<file path="src/core/mdc_pkg.sv">
// shared constants and types of the motor drive configuration registers
package mdc_pkg;

    // clock
    localparam int unsigned CLK_PERIOD_NS = 10;
    localparam int unsigned CLK_KHZ = 1000000 / CLK_PERIOD_NS;

    // register indices as printed, byte address is four times the index
    localparam logic [7:0] DRIVE_CFG_INDEX = 8'h95;
    localparam logic [7:0] SENSE_CFG_INDEX = 8'h96;
    localparam logic [11:0] DRIVE_CFG_ADDR = {2'h0, DRIVE_CFG_INDEX, 2'h0};
    localparam logic [11:0] SENSE_CFG_ADDR = {2'h0, SENSE_CFG_INDEX, 2'h0};
    localparam int unsigned ADDR_W = 12;

    // reset values and writable bits
    localparam logic [15:0] DRIVE_CFG_RESET = 16'h0000;
    localparam logic [15:0] SENSE_CFG_RESET = 16'h0000;
    localparam logic [15:0] DRIVE_CFG_WMASK = 16'hffff;
    localparam logic [15:0] SENSE_CFG_WMASK = 16'hff7f;

    // first word field positions
    localparam int unsigned SPEED_SRC_POS = 15;
    localparam int unsigned FREQ_SEL_POS = 14;
    localparam int unsigned KT_THRESH_POS = 12;
    localparam int unsigned SURGE_IND_POS = 11;
    localparam int unsigned SURGE_MECH_POS = 10;
    localparam int unsigned SURGE_TGT_POS = 9;
    localparam int unsigned RELEASE_POS = 8;
    localparam int unsigned CL_DISABLE_POS = 7;
    localparam int unsigned RAMP_POS = 4;
    localparam int unsigned MIN_DUTY_POS = 2;
    localparam int unsigned EDGE_RATE_POS = 0;

    // second word field positions
    localparam int unsigned ADV_ANGLE_POS = 14;
    localparam int unsigned SENSE_THR_POS = 10;
    localparam int unsigned SENSE_CLK_POS = 8;
    localparam int unsigned GAIN_POS = 5;
    localparam int unsigned DEAD_GAP_POS = 0;

    // timing figures
    localparam int unsigned FREQ_LOW_KHZ = 25;
    localparam int unsigned FREQ_HIGH_KHZ = 50;
    localparam logic [12:0] PERIOD_LOW_CYC = 13'(CLK_KHZ / FREQ_LOW_KHZ);
    localparam logic [12:0] PERIOD_HIGH_CYC = 13'(CLK_KHZ / FREQ_HIGH_KHZ);
    localparam int unsigned DEAD_UNIT_NS = 40;
    localparam logic [2:0] DEAD_UNIT_CYC =
        3'((DEAD_UNIT_NS + CLK_PERIOD_NS - 1) / CLK_PERIOD_NS);

    // duty figures in per mille
    localparam logic [9:0] DUTY_FLOOR_LOW = 10'd50;
    localparam logic [9:0] DUTY_FLOOR_HIGH = 10'd100;
    localparam logic [9:0] DUTY_HOLD_LIMIT = 10'd15;
    localparam logic [9:0] DUTY_FULL = 10'd1000;

    // answers on the register bus
    localparam logic [1:0] RESP_OKAY = 2'h0;
    localparam logic [1:0] RESP_SLVERR = 2'h2;

    typedef struct packed {
        logic        speed_source_pwm;
        logic        drive_freq_select;
        logic [12:0] drive_period_cyc;
        logic [3:0]  kt_upper_quarters;
        logic [3:0]  kt_lower_quarters;
        logic        surge_inductive_enable;
        logic        surge_mechanical_enable;
        logic        surge_mechanical_target;
        logic        sense_release_hiz;
        logic        closed_loop_disable;
        logic [2:0]  closed_loop_ramp_rate;
        logic        ramp_immediate;
        logic [15:0] ramp_milli_vcc_per_s;
        logic [9:0]  duty_floor_permille;
        logic [9:0]  duty_hold_limit_permille;
        logic [9:0]  duty_below_permille;
        logic [1:0]  phase_edge_rate;
    } mdc_drive_cfg_t;

    typedef struct packed {
        logic [7:0]  sense_advance_deg;
        logic        sense_enable;
        logic [11:0] sense_current_ma;
        logic [6:0]  sense_clock_hz;
        logic [11:0] sense_resolution_ns;
        logic [1:0]  control_gain;
        logic [4:0]  bridge_dead_gap;
        logic [10:0] dead_gap_ns;
        logic [7:0]  dead_gap_cyc;
    } mdc_sense_cfg_t;

endpackage

</file>
<file path="src/core/mdc_cfg_word.sv">
// one 16-bit configuration word with byte strobes and a writable mask
`timescale 1ns/1ps
`default_nettype none
module mdc_cfg_word
    import mdc_pkg::*;
#(
    parameter logic [15:0] RESET_VAL = 16'h0000,
    parameter logic [15:0] WMASK     = 16'hffff
) (
    input  wire logic        aclk,
    input  wire logic        aresetn,
    input  wire logic        we,
    input  wire logic [1:0]  strb,
    input  wire logic [15:0] wdata,
    output logic      [15:0] q
);
    logic [15:0] lane_mask;

    assign lane_mask = {{8{strb[1]}}, {8{strb[0]}}} & WMASK;

    // read-only bits keep their reset value whatever is written
    always_ff @(posedge aclk) begin
        if (!aresetn) begin
            q <= RESET_VAL;
        end else if (we) begin
            q <= (q & ~lane_mask) | (wdata & lane_mask);
        end
    end
endmodule // mdc_cfg_word
`default_nettype wire

</file>
<file path="src/core/mdc_decode.sv">
// turns the two raw words into the values the motor control logic uses
`timescale 1ns/1ps
`default_nettype none
module mdc_decode
    import mdc_pkg::*;
(
    input  wire logic [15:0] drive_word,
    input  wire logic [15:0] sense_word,
    output mdc_drive_cfg_t   drive_cfg,
    output mdc_sense_cfg_t   sense_cfg
);
    function automatic logic [15:0] ramp_rate(input logic [2:0] code);
        unique case (code)
            3'h0: ramp_rate = 16'd0;
            3'h1: ramp_rate = 16'd48000;
            3'h2: ramp_rate = 16'd48000;
            3'h3: ramp_rate = 16'd770;
            3'h4: ramp_rate = 16'd370;
            3'h5: ramp_rate = 16'd190;
            3'h6: ramp_rate = 16'd91;
            3'h7: ramp_rate = 16'd45;
        endcase
    endfunction

    logic [1:0] kt;
    logic [1:0] duty;
    logic [3:0] thr;
    logic [1:0] sclk;
    logic [4:0] gap;

    assign kt   = drive_word[KT_THRESH_POS +: 2];
    assign duty = drive_word[MIN_DUTY_POS +: 2];
    assign thr  = sense_word[SENSE_THR_POS +: 4];
    assign sclk = sense_word[SENSE_CLK_POS +: 2];
    assign gap  = sense_word[DEAD_GAP_POS +: 5];

    always_comb begin
        drive_cfg.speed_source_pwm = drive_word[SPEED_SRC_POS];
        drive_cfg.drive_freq_select = drive_word[FREQ_SEL_POS];
        drive_cfg.drive_period_cyc = drive_word[FREQ_SEL_POS]
            ? PERIOD_HIGH_CYC : PERIOD_LOW_CYC;
        drive_cfg.kt_upper_quarters = kt[0] ? 4'd8 : 4'd6;
        drive_cfg.kt_lower_quarters = kt[1] ? 4'd2 : 4'd3;
        drive_cfg.surge_inductive_enable =
            drive_word[SURGE_IND_POS];
        drive_cfg.surge_mechanical_enable =
            drive_word[SURGE_MECH_POS];
        drive_cfg.surge_mechanical_target =
            drive_word[SURGE_TGT_POS];
        drive_cfg.sense_release_hiz = drive_word[RELEASE_POS];
        drive_cfg.closed_loop_disable =
            drive_word[CL_DISABLE_POS];
        drive_cfg.closed_loop_ramp_rate = drive_word[RAMP_POS +: 3];
        drive_cfg.ramp_immediate =
            (drive_word[RAMP_POS +: 3] == 3'h0);
        drive_cfg.ramp_milli_vcc_per_s =
            ramp_rate(drive_word[RAMP_POS +: 3]);
        drive_cfg.duty_floor_permille =
            duty[0] ? DUTY_FLOOR_HIGH : DUTY_FLOOR_LOW;
        drive_cfg.duty_hold_limit_permille = DUTY_HOLD_LIMIT;
        drive_cfg.duty_below_permille =
            duty[1] ? DUTY_FULL : 10'd0;
        drive_cfg.phase_edge_rate = drive_word[EDGE_RATE_POS +: 2];

        sense_cfg.sense_advance_deg =
            8'(({6'h0, sense_word[ADV_ANGLE_POS +: 2]} + 8'd1) * 8'd30);
        sense_cfg.sense_enable = (thr != 4'h0);
        unique case (thr)
            4'h0: sense_cfg.sense_current_ma = 12'd0;
            4'h1: sense_cfg.sense_current_ma = 12'd400;
            default: sense_cfg.sense_current_ma =
                12'(({8'h0, thr} + 12'd1) * 12'd200);
        endcase
        unique case (sclk)
            2'h0: sense_cfg.sense_clock_hz = 7'd12;
            2'h1: sense_cfg.sense_clock_hz = 7'd24;
            2'h2: sense_cfg.sense_clock_hz = 7'd47;
            2'h3: sense_cfg.sense_clock_hz = 7'd95;
        endcase
        sense_cfg.sense_resolution_ns = 12'(12'd2560 >> sclk);
        sense_cfg.control_gain = sense_word[GAIN_POS +: 2];
        sense_cfg.bridge_dead_gap = gap;
        sense_cfg.dead_gap_ns = 11'(({6'h0, gap} + 11'd1)
            * 11'(DEAD_UNIT_NS));
        sense_cfg.dead_gap_cyc = 8'(({3'h0, gap} + 8'd1)
            * {5'h0, DEAD_UNIT_CYC});
    end
endmodule // mdc_decode
`default_nettype wire

</file>
<file path="src/core/mdc_config_regs.sv">
// motor drive configuration words behind an AXI4-Lite slave
`timescale 1ns/1ps
`default_nettype none
module mdc_config_regs
    import mdc_pkg::*;
(
    input  wire logic              aclk,
    input  wire logic              aresetn,
    input  wire logic [ADDR_W-1:0] s_axil_awaddr,
    input  wire logic [2:0]        s_axil_awprot,
    input  wire logic              s_axil_awvalid,
    output logic                   s_axil_awready,
    input  wire logic [31:0]       s_axil_wdata,
    input  wire logic [3:0]        s_axil_wstrb,
    input  wire logic              s_axil_wvalid,
    output logic                   s_axil_wready,
    output logic [1:0]             s_axil_bresp,
    output logic                   s_axil_bvalid,
    input  wire logic              s_axil_bready,
    input  wire logic [ADDR_W-1:0] s_axil_araddr,
    input  wire logic [2:0]        s_axil_arprot,
    input  wire logic              s_axil_arvalid,
    output logic                   s_axil_arready,
    output logic [31:0]            s_axil_rdata,
    output logic [1:0]             s_axil_rresp,
    output logic                   s_axil_rvalid,
    input  wire logic              s_axil_rready,
    output mdc_drive_cfg_t         drive_cfg,
    output mdc_sense_cfg_t         sense_cfg
);
    // write side holding stations, one per channel
    logic              aw_held_q;
    logic [ADDR_W-1:0] aw_addr_q;
    logic              w_held_q;
    logic [31:0]       w_data_q;
    logic [3:0]        w_strb_q;
    logic              bvalid_q;
    logic [1:0]        bresp_q;
    logic              rvalid_q;
    logic [31:0]       rdata_q;
    logic [1:0]        rresp_q;

    logic              do_write;
    logic              drive_we;
    logic              sense_we;
    logic              wr_hit;
    logic [1:0]        wr_sel;
    logic [15:0]       drive_word;
    logic [15:0]       sense_word;
    logic              ar_take;
    mdc_drive_cfg_t    drive_cfg_d;
    mdc_sense_cfg_t    sense_cfg_d;

    function automatic logic [1:0] decode_addr(input logic [ADDR_W-1:0] a);
        decode_addr = 2'b00;
        if (a[ADDR_W-1:2] == DRIVE_CFG_ADDR[ADDR_W-1:2]) begin
            decode_addr = 2'b01;
        end else if (a[ADDR_W-1:2] == SENSE_CFG_ADDR[ADDR_W-1:2]) begin
            decode_addr = 2'b10;
        end
    endfunction

    // each station refuses a second item until the response is taken
    assign s_axil_awready = !aw_held_q;
    assign s_axil_wready  = !w_held_q;
    assign s_axil_bvalid  = bvalid_q;
    assign s_axil_bresp   = bresp_q;

    assign wr_sel   = decode_addr(aw_addr_q);
    assign do_write = aw_held_q && w_held_q && !bvalid_q;
    assign drive_we = do_write && wr_sel[0];
    assign sense_we = do_write && wr_sel[1];
    assign wr_hit   = wr_sel != 2'b00;

    always_ff @(posedge aclk) begin
        if (!aresetn) begin
            aw_held_q <= 1'b0;
            aw_addr_q <= '0;
        end else if (s_axil_awvalid && !aw_held_q) begin
            aw_held_q <= 1'b1;
            aw_addr_q <= s_axil_awaddr;
        end else if (bvalid_q && s_axil_bready) begin
            aw_held_q <= 1'b0;
        end
    end

    always_ff @(posedge aclk) begin
        if (!aresetn) begin
            w_held_q <= 1'b0;
            w_data_q <= '0;
            w_strb_q <= '0;
        end else if (s_axil_wvalid && !w_held_q) begin
            w_held_q <= 1'b1;
            w_data_q <= s_axil_wdata;
            w_strb_q <= s_axil_wstrb;
        end else if (bvalid_q && s_axil_bready) begin
            w_held_q <= 1'b0;
        end
    end

    // an unmapped write is dropped and answered with a slave error
    always_ff @(posedge aclk) begin
        if (!aresetn) begin
            bvalid_q <= 1'b0;
            bresp_q  <= RESP_OKAY;
        end else if (do_write) begin
            bvalid_q <= 1'b1;
            bresp_q  <= wr_hit ? RESP_OKAY : RESP_SLVERR;
        end else if (s_axil_bready) begin
            bvalid_q <= 1'b0;
        end
    end

    mdc_cfg_word #(
        .RESET_VAL (DRIVE_CFG_RESET),
        .WMASK     (DRIVE_CFG_WMASK)
    ) u_drive_word (
        .aclk    (aclk),
        .aresetn (aresetn),
        .we      (drive_we),
        .strb    (w_strb_q[1:0]),
        .wdata   (w_data_q[15:0]),
        .q       (drive_word)
    );

    mdc_cfg_word #(
        .RESET_VAL (SENSE_CFG_RESET),
        .WMASK     (SENSE_CFG_WMASK)
    ) u_sense_word (
        .aclk    (aclk),
        .aresetn (aresetn),
        .we      (sense_we),
        .strb    (w_strb_q[1:0]),
        .wdata   (w_data_q[15:0]),
        .q       (sense_word)
    );

    // read channel: one outstanding read, answer one cycle after the take
    assign ar_take        = s_axil_arvalid && !rvalid_q;
    assign s_axil_arready = !rvalid_q;
    assign s_axil_rvalid  = rvalid_q;
    assign s_axil_rdata   = rdata_q;
    assign s_axil_rresp   = rresp_q;

    always_ff @(posedge aclk) begin
        if (!aresetn) begin
            rvalid_q <= 1'b0;
            rdata_q  <= '0;
            rresp_q  <= RESP_OKAY;
        end else if (ar_take) begin
            rvalid_q <= 1'b1;
            unique case (decode_addr(s_axil_araddr))
                2'b01: begin
                    rdata_q <= {16'h0000, drive_word};
                    rresp_q <= RESP_OKAY;
                end
                2'b10: begin
                    rdata_q <= {16'h0000, sense_word};
                    rresp_q <= RESP_OKAY;
                end
                default: begin
                    rdata_q <= '0;
                    rresp_q <= RESP_SLVERR;
                end
            endcase
        end else if (s_axil_rready) begin
            rvalid_q <= 1'b0;
        end
    end

    mdc_decode u_decode (
        .drive_word (drive_word),
        .sense_word (sense_word),
        .drive_cfg  (drive_cfg_d),
        .sense_cfg  (sense_cfg_d)
    );

    // decoded values are registered so the control logic sees clean levels
    always_ff @(posedge aclk) begin
        if (!aresetn) begin
            drive_cfg <= '0;
            sense_cfg <= '0;
        end else begin
            drive_cfg <= drive_cfg_d;
            sense_cfg <= sense_cfg_d;
        end
    end
endmodule // mdc_config_regs
`default_nettype wire

</file>
<file path="config.mk">
export PLATFORM = sky130hd
export DESIGN_NAME = mdc_config_regs
export DESIGN_NICKNAME = d
export VERILOG_FILES = /design/src/core/mdc_pkg.sv /design/src/core/mdc_cfg_word.sv /design/src/core/mdc_decode.sv /design/src/core/mdc_config_regs.sv
export SDC_FILE = /design/constraint.sdc
export NUM_CORES = 1
export LEC_CHECK = 0
export ABC_AREA = 1
export BUFFER_PORTS_ARGS = -buffer_cell sky130_fd_sc_hd__buf_4
export CAP_MARGIN = 20
export CORE_MARGIN = 2
export CORE_UTILIZATION = 30
export DETAILED_ROUTE_END_ITERATION = 7
export SLEW_MARGIN = 5
export SYNTH_ARGS = -nofsm -noshare
export SYNTH_HDL_FRONTEND = slang
export SYNTH_SLANG_ARGS = --single-unit
</file>
<file path="constraint.sdc">
create_clock -name aclk -period 2.4 [get_ports aclk]
set_input_delay 0.48 -clock aclk [delete_from_list [all_inputs] [get_ports aclk]]
set_output_delay 0.48 -clock aclk [all_outputs]
set_load 0.05 [all_outputs]
</file>
======== Yosys cells after proc, flatten, opt, wreduce, memory -nomap -nowiden ========
Memory sizes are Yosys's and may differ from the RTL's. A register that Yosys moved wholly into a read port is not among the register bits.
Index checks and enable logic that the tools add are counted.
Widths: inputs -> output; s select.
operators by class
  shifts and indexed selects .............. 1
  magnitude comparators ................... 0
  muxes and demuxes ....................... 24
  div/mod/pow operators ................... 0
  $mul .................................... 3
  bitwise logic cells ..................... 8
  equality and inequality tests ........... 10
  add/sub/neg operators ................... 4
  reductions and logical operators ........ 23
operators by type and width
  cell                   count
  $and 16x16->16         4
  $eq 10x8->1 const B    4
  $not 16->16            2
  $or 16x16->16          2
  $pmux 16 s2            1
  $pmux 7 s4             1
  $pmux 12 s2            1
  $mux 16                1
  $mux 2                 8
  $add 5x1->6 const B    2
  $mul 12x5->9 const B   1
  $mux 12                1
  $shr 12x2->12 const A  1
  $mul 11x3->8 const B   1
  $mux 10                1
  $reduce_bool 2->1      5
  $logic_and 1x1->1      8
  $mul 8x4->7 const B    1
  $mux 1                 8
  $mux 7                 1
  $eq 2x2->1 const B     3
  $add 4x1->5 const B    1
  $logic_not 1->1        5
  $eq 2x1->1 const B     2
  other kinds (8)        8
word-level totals
  output and inout bits ................... 187
  bits in writable memories ............... 0
  register bits after elaboration ......... 242
  logic and storage cells ................. 115
  input port bits ......................... 73
  memories ................................ 1
  memory bits (read-only) ................. 112
  bits in latches ......................... 0
memories
  name             words  width  rd ports  clocked after memory_dff  write ports  line              source
  (no name shown)  8      14     1         1                         0            mdc_decode.sv:13  unique case (code)

======== Longest topological paths before layout ========
  depth after elaboration ................. 8
  gate-level depth with buffers ........... 13
  mapped depth without buffers ............ 12

======== Hierarchy ========
From an unflattened synthesis, not the netlist that was laid out.
second synthesis, totals
  cells, all modules ...................... 1253
  area total of the unflattened synthesis .. 9554.2 um^2
by module, submodules not included
  module                       cells each  area each (um^2)  sequential area each (um^2)  times used
  mdc_config_regs              795         6453.7            3923.8                       1
  mdc_decode                   259         1776.7            0.0                          1
  mdc_cfg_word (u_drive_word)  102         679.4             320.3                        1
  mdc_cfg_word (u_sense_word)  97          644.4             300.3                        1

======== Worst setup path before layout ========
No wires, ideal clock.
  path kind ............................... register -> register
  from .................................... register (tool-made name)
  to ...................................... register sense_cfg[56] (netlist bit)
  slack ................................... -0.058 ns
  library setup time ...................... 0.121 ns
  stages on the path, launching flop included .. 12
  data arrival time ....................... 2.337 ns
  path buffers ............................ 0
  clock period less this slack ............ 2.458 ns
  required time ........................... 2.279 ns
  path through ............................ dfxtp_1 ha_1 xnor2_1 inv_1 ha_1 ha_1 ha_1 ha_1 inv_1 o21bai_1 nand3b_1 a21oi_1
RTL lines
  item                  line                    source
  to (signal assigned)  mdc_config_regs.sv:185  sense_cfg <= sense_cfg_d;
  to (decl)             mdc_config_regs.sv:29   output mdc_sense_cfg_t sense_cfg

==> results.sh <==
export IMPL_die_x_um=157
export IMPL_n_fill_cell=2445
export IMPL_vias_per_cell=4.04
export IMPL_synth_cell_area_um2=7070
export IMPL_cap_viol_max_count=0
export IMPL_syn_instance_count=902
export IMPL_grt_max_degree=34
export IMPL_cts_sinks=160
export IMPL_p_int_w=0.00457
export IMPL_p_per_area_nw_per_um2=698
export IMPL_drc=0
export IMPL_report_final_setup_viol=0
export IMPL_top_layer="met4"
export IMPL_globalRouteOverflowTotal=0
export IMPL_slowest_stage="dfxtp_4"
export IMPL_leakage_nw=4.80
export IMPL_final_setup_worst_slack_ns=0.0869
export IMPL_p_seq_share_pct=43.8
export IMPL_cts_root_buffer="clkbuf_16"
export IMPL_vias=5632
export IMPL_start_util_pct=30.3
export IMPL_fin_crit_ns=2.31
export IMPL_final_setup_tns_ns=0
export IMPL_htreeDepth=4
export IMPL_yosysWarnings=0
export IMPL_reg2reg_slack_ns=0.09
export IMPL_rows=56
export IMPL_finalMaxSlewViolations=0
export IMPL_multi_input_comb_area_um2=2960
export IMPL_worst_path_max_fanout=5
export IMPL_synthTopCellsByArea="dfxtp_1 45%, nor2_1 9.8%, buf_4 9.1%"
export IMPL_post_place_ws_ns=-0.0861
export IMPL_status="complete, no violations"
export IMPL_ioPinCount=260
export IMPL_drt_iter0_markers=310
export IMPL_antenna_found_initial=1
export IMPL_ctsHoldBuffers=0
export IMPL_reg2reg_to="sense_cfg[56]$_SDFF_PP0_"
export IMPL_synthDistinctLibCells=32
export IMPL_seqCellArea_um2=3210
export IMPL_synthToLayoutAreaGrowth_pct=28.9
export IMPL_hold_ws_ns=0.306
export IMPL_cp_endpoint="sense_cfg[56]$_SDFF_PP0_"
export IMPL_met1_length_mm=8.16
export IMPL_worstSetupEndpointType="register"
export IMPL_nets=1173
export IMPL_ant_nets=0
export IMPL_start_kind="register"
export IMPL_first_pass_iters=4
export IMPL_clock_latency_ns=0.42
export IMPL_dieArea_um2=24800
export IMPL_skew_ns=0.00684
export IMPL_die_y_um=157
export IMPL_clkTransAtPathRegs_ns=0.07
export IMPL_cts_tree="done"
export IMPL_path_class="register to register"
export IMPL_clock_fmax_mhz=432
export IMPL_yosys_area_top_type="dfxtp_1"
export IMPL_core_um2=23300
export IMPL_numPortBuffers=173
export IMPL_hold_violations=0
export IMPL_worstPathRequired_ns=2.70
export IMPL_p_sw_share_pct=28.1
export IMPL_post_route_period_util_pct=96.4
export IMPL_grt_pass1_wl_mm=26.2
export IMPL_synth_seq_area_share_pct=45.3
export IMPL_numCtsBuffers=17
export IMPL_cts_buffer_depth=2
export IMPL_power_frac_comb_pct=12.1
export IMPL_place_area_um2=8350
export IMPL_grt_pass1_vias=5161
export IMPL_wire_per_inst_um=12.1
export IMPL_hold_depth=3
export IMPL_syn_area_per_cell_um2=7.84
export IMPL_synth_top_area_share_pct=45.3
export IMPL_globalplace_congestion=0.762
export IMPL_clockPowerShare_pct=44.1
export IMPL_cpPeakStageDelay_ns=0.37
export IMPL_reg2reg_depth=11
export IMPL_track_usage_pct=13.5
export IMPL_drt_total_wl_mm=16.9
export IMPL_switching_power_w=0.00179
export IMPL_max_vdd_ir_drop_mv=0.399
export IMPL_diodes=0
export IMPL_worstPathCellList="ha_4 > xnor2_2 > inv_1 > ha_1 > ha_1 > ha_2 > ha_4 > inv_2 > o21bai_1 > nand3b_1 > a21oi_1"
export IMPL_cp_arrival_ns=2.62
export IMPL_synth_seq_cells=160
export IMPL_wl_met2_mm=7.26
export IMPL_final_area_um2=9110
export IMPL_hold_class="input port to register"
export IMPL_place_hpwl_mm=12.0
export IMPL_dr_wl_met3_mm=1.25
export IMPL_drive_gt1_share_pct=26.4
[timing repair]
item	4_1_cts	5_1_grt
gates resized for setup	3	19
setup endpoints to repair	1	4
buffers inserted	4	2
pin swaps	4	6
[final cells by class]
class,count,area share [%]
inverters,111,4.57
repair buffers,201,16.6
clock inverters,14,2.00
clock buffers,17,4.67
flip-flops and latches,160,35.3
well taps,319,4.38
multi-input cells,572,32.5
[cells in the final DEF (no fill, tap or decap), types with 3 or more instances in the layout]
cell	netlist	routed
ha_4	0	7
ha_1	34	26
nor2_2	6	8
conb_1	2	59
xnor2_1	5	4
inv_2	6	9
o21ai_0	35	35
a21oi_1	20	19
nand2_2	8	8
inv_1	104	101
xor2_1	5	5
nand2_1	138	138
inv_8	0	3
o21ai_1	3	3
dfxtp_2	0	3
buf_4	86	201
nand3_1	54	54
clkinvlp_4	0	3
clkbuf_16	0	17
bufinv_16	0	3
nor2_1	184	182
nand3_4	5	5
dfxtp_1	160	155
[worst min-delay path by stage]
stage	start	endpoint	slack, ns
floorplan	register	drive_cfg[57]$_SDFF_PN0_	0.41
global placement	register	sense_cfg[25]$_SDFF_PN0_	0.44
detailed placement	register	sense_cfg[25]$_SDFF_PN0_	0.44
CTS	s_axil_awaddr[5]	aw_addr_q[5]$_SDFFE_PN0P_	0.28
global route	s_axil_awaddr[11]	aw_addr_q[11]$_SDFFE_PN0P_	0.30
finish	s_axil_awaddr[8]	aw_addr_q[8]$_SDFFE_PN0P_	0.31
[power groups by stage]
stage / clock network (W) / logic, W / registers, W
2_1_floorplan: 0 / 0.000543 / 0.00296
4_1_cts: 0.00290 / 0.000778 / 0.00279
3_5_place_dp: 0 / 0.000776 / 0.00285
5_1_grt: 0.00300 / 0.000830 / 0.00280
6_report: 0.00280 / 0.000772 / 0.00279
3_3_place_gp: 0 / 0.000772 / 0.00285
[per-layer routing]
metal  track usage, %  up-vias
li1                 -     2924
met1             18.1     2508
met2             20.7      185
met3             3.99       15
met4             4.55        0
met5                0        -
[Yosys cell counts]
library cell,instances
nor2_8,1
buf_6,4
a21oi_1,20
o22ai_1,1
fa_1,3
clkbuf_1,9
ha_1,34
o21ai_1,3
o21ai_0,35
inv_1,104
nand3_4,5
nor3_1,2
clkinv_1,1
nand2_2,8
xor2_1,5
nand2_1,138
o21a_1,2
a31o_2,1
buf_2,17
nor2_4,2
nor2_1,184
nor3b_1,1
inv_2,6
dfxtp_1,160
xnor2_1,5
o21bai_1,1
buf_4,86
nand3_1,54
nor2_2,6
conb_1,2
nand3b_1,1
a21oi_2,1
[worst max-delay path, delay by kind of cell, from the launching register on]
| kind | cells | cell delay (ns) |
|---|---|---|
| adders and majority gates | 5 | 1.21 |
| AOI/OAI and AO/OA | 2 | 0.22 |
| DFF | 1 | 0.37 |
| buffers and inverters | 2 | 0.09 |
| and+or+nand+nor | 1 | 0.13 |
| xor gates and xnor gates | 1 | 0.17 |
[kinds of logic (layout without fill, tap and decap cells)]
kind of cell | after synthesis | count (layout) | share of synthesized area (%)
AOI/OAI and AO/OA | 64 | 64 | 4.76
xor gates and xnor gates | 10 | 10 | 1.24
adders and majority gates | 37 | 37 | 6.87
buffers and inverters | 227 | 343 | 17.3
DFF | 160 | 160 | 45.3
other | 2 | 59 | 0.106
and+or+nand+nor | 402 | 402 | 24.4
[per-stage QoR]
stage	instances	power, W	util [%]
final	1394	0.00636	39.0
after global routing	1394	0.00662	39.0
after CTS	1392	0.00646	38.5
after detailed placement	1357	0.00363	35.8
after global placement	1357	0.00362	35.8
after floorplan	959	0.00351	-
(Power assumes the default switching activity.)
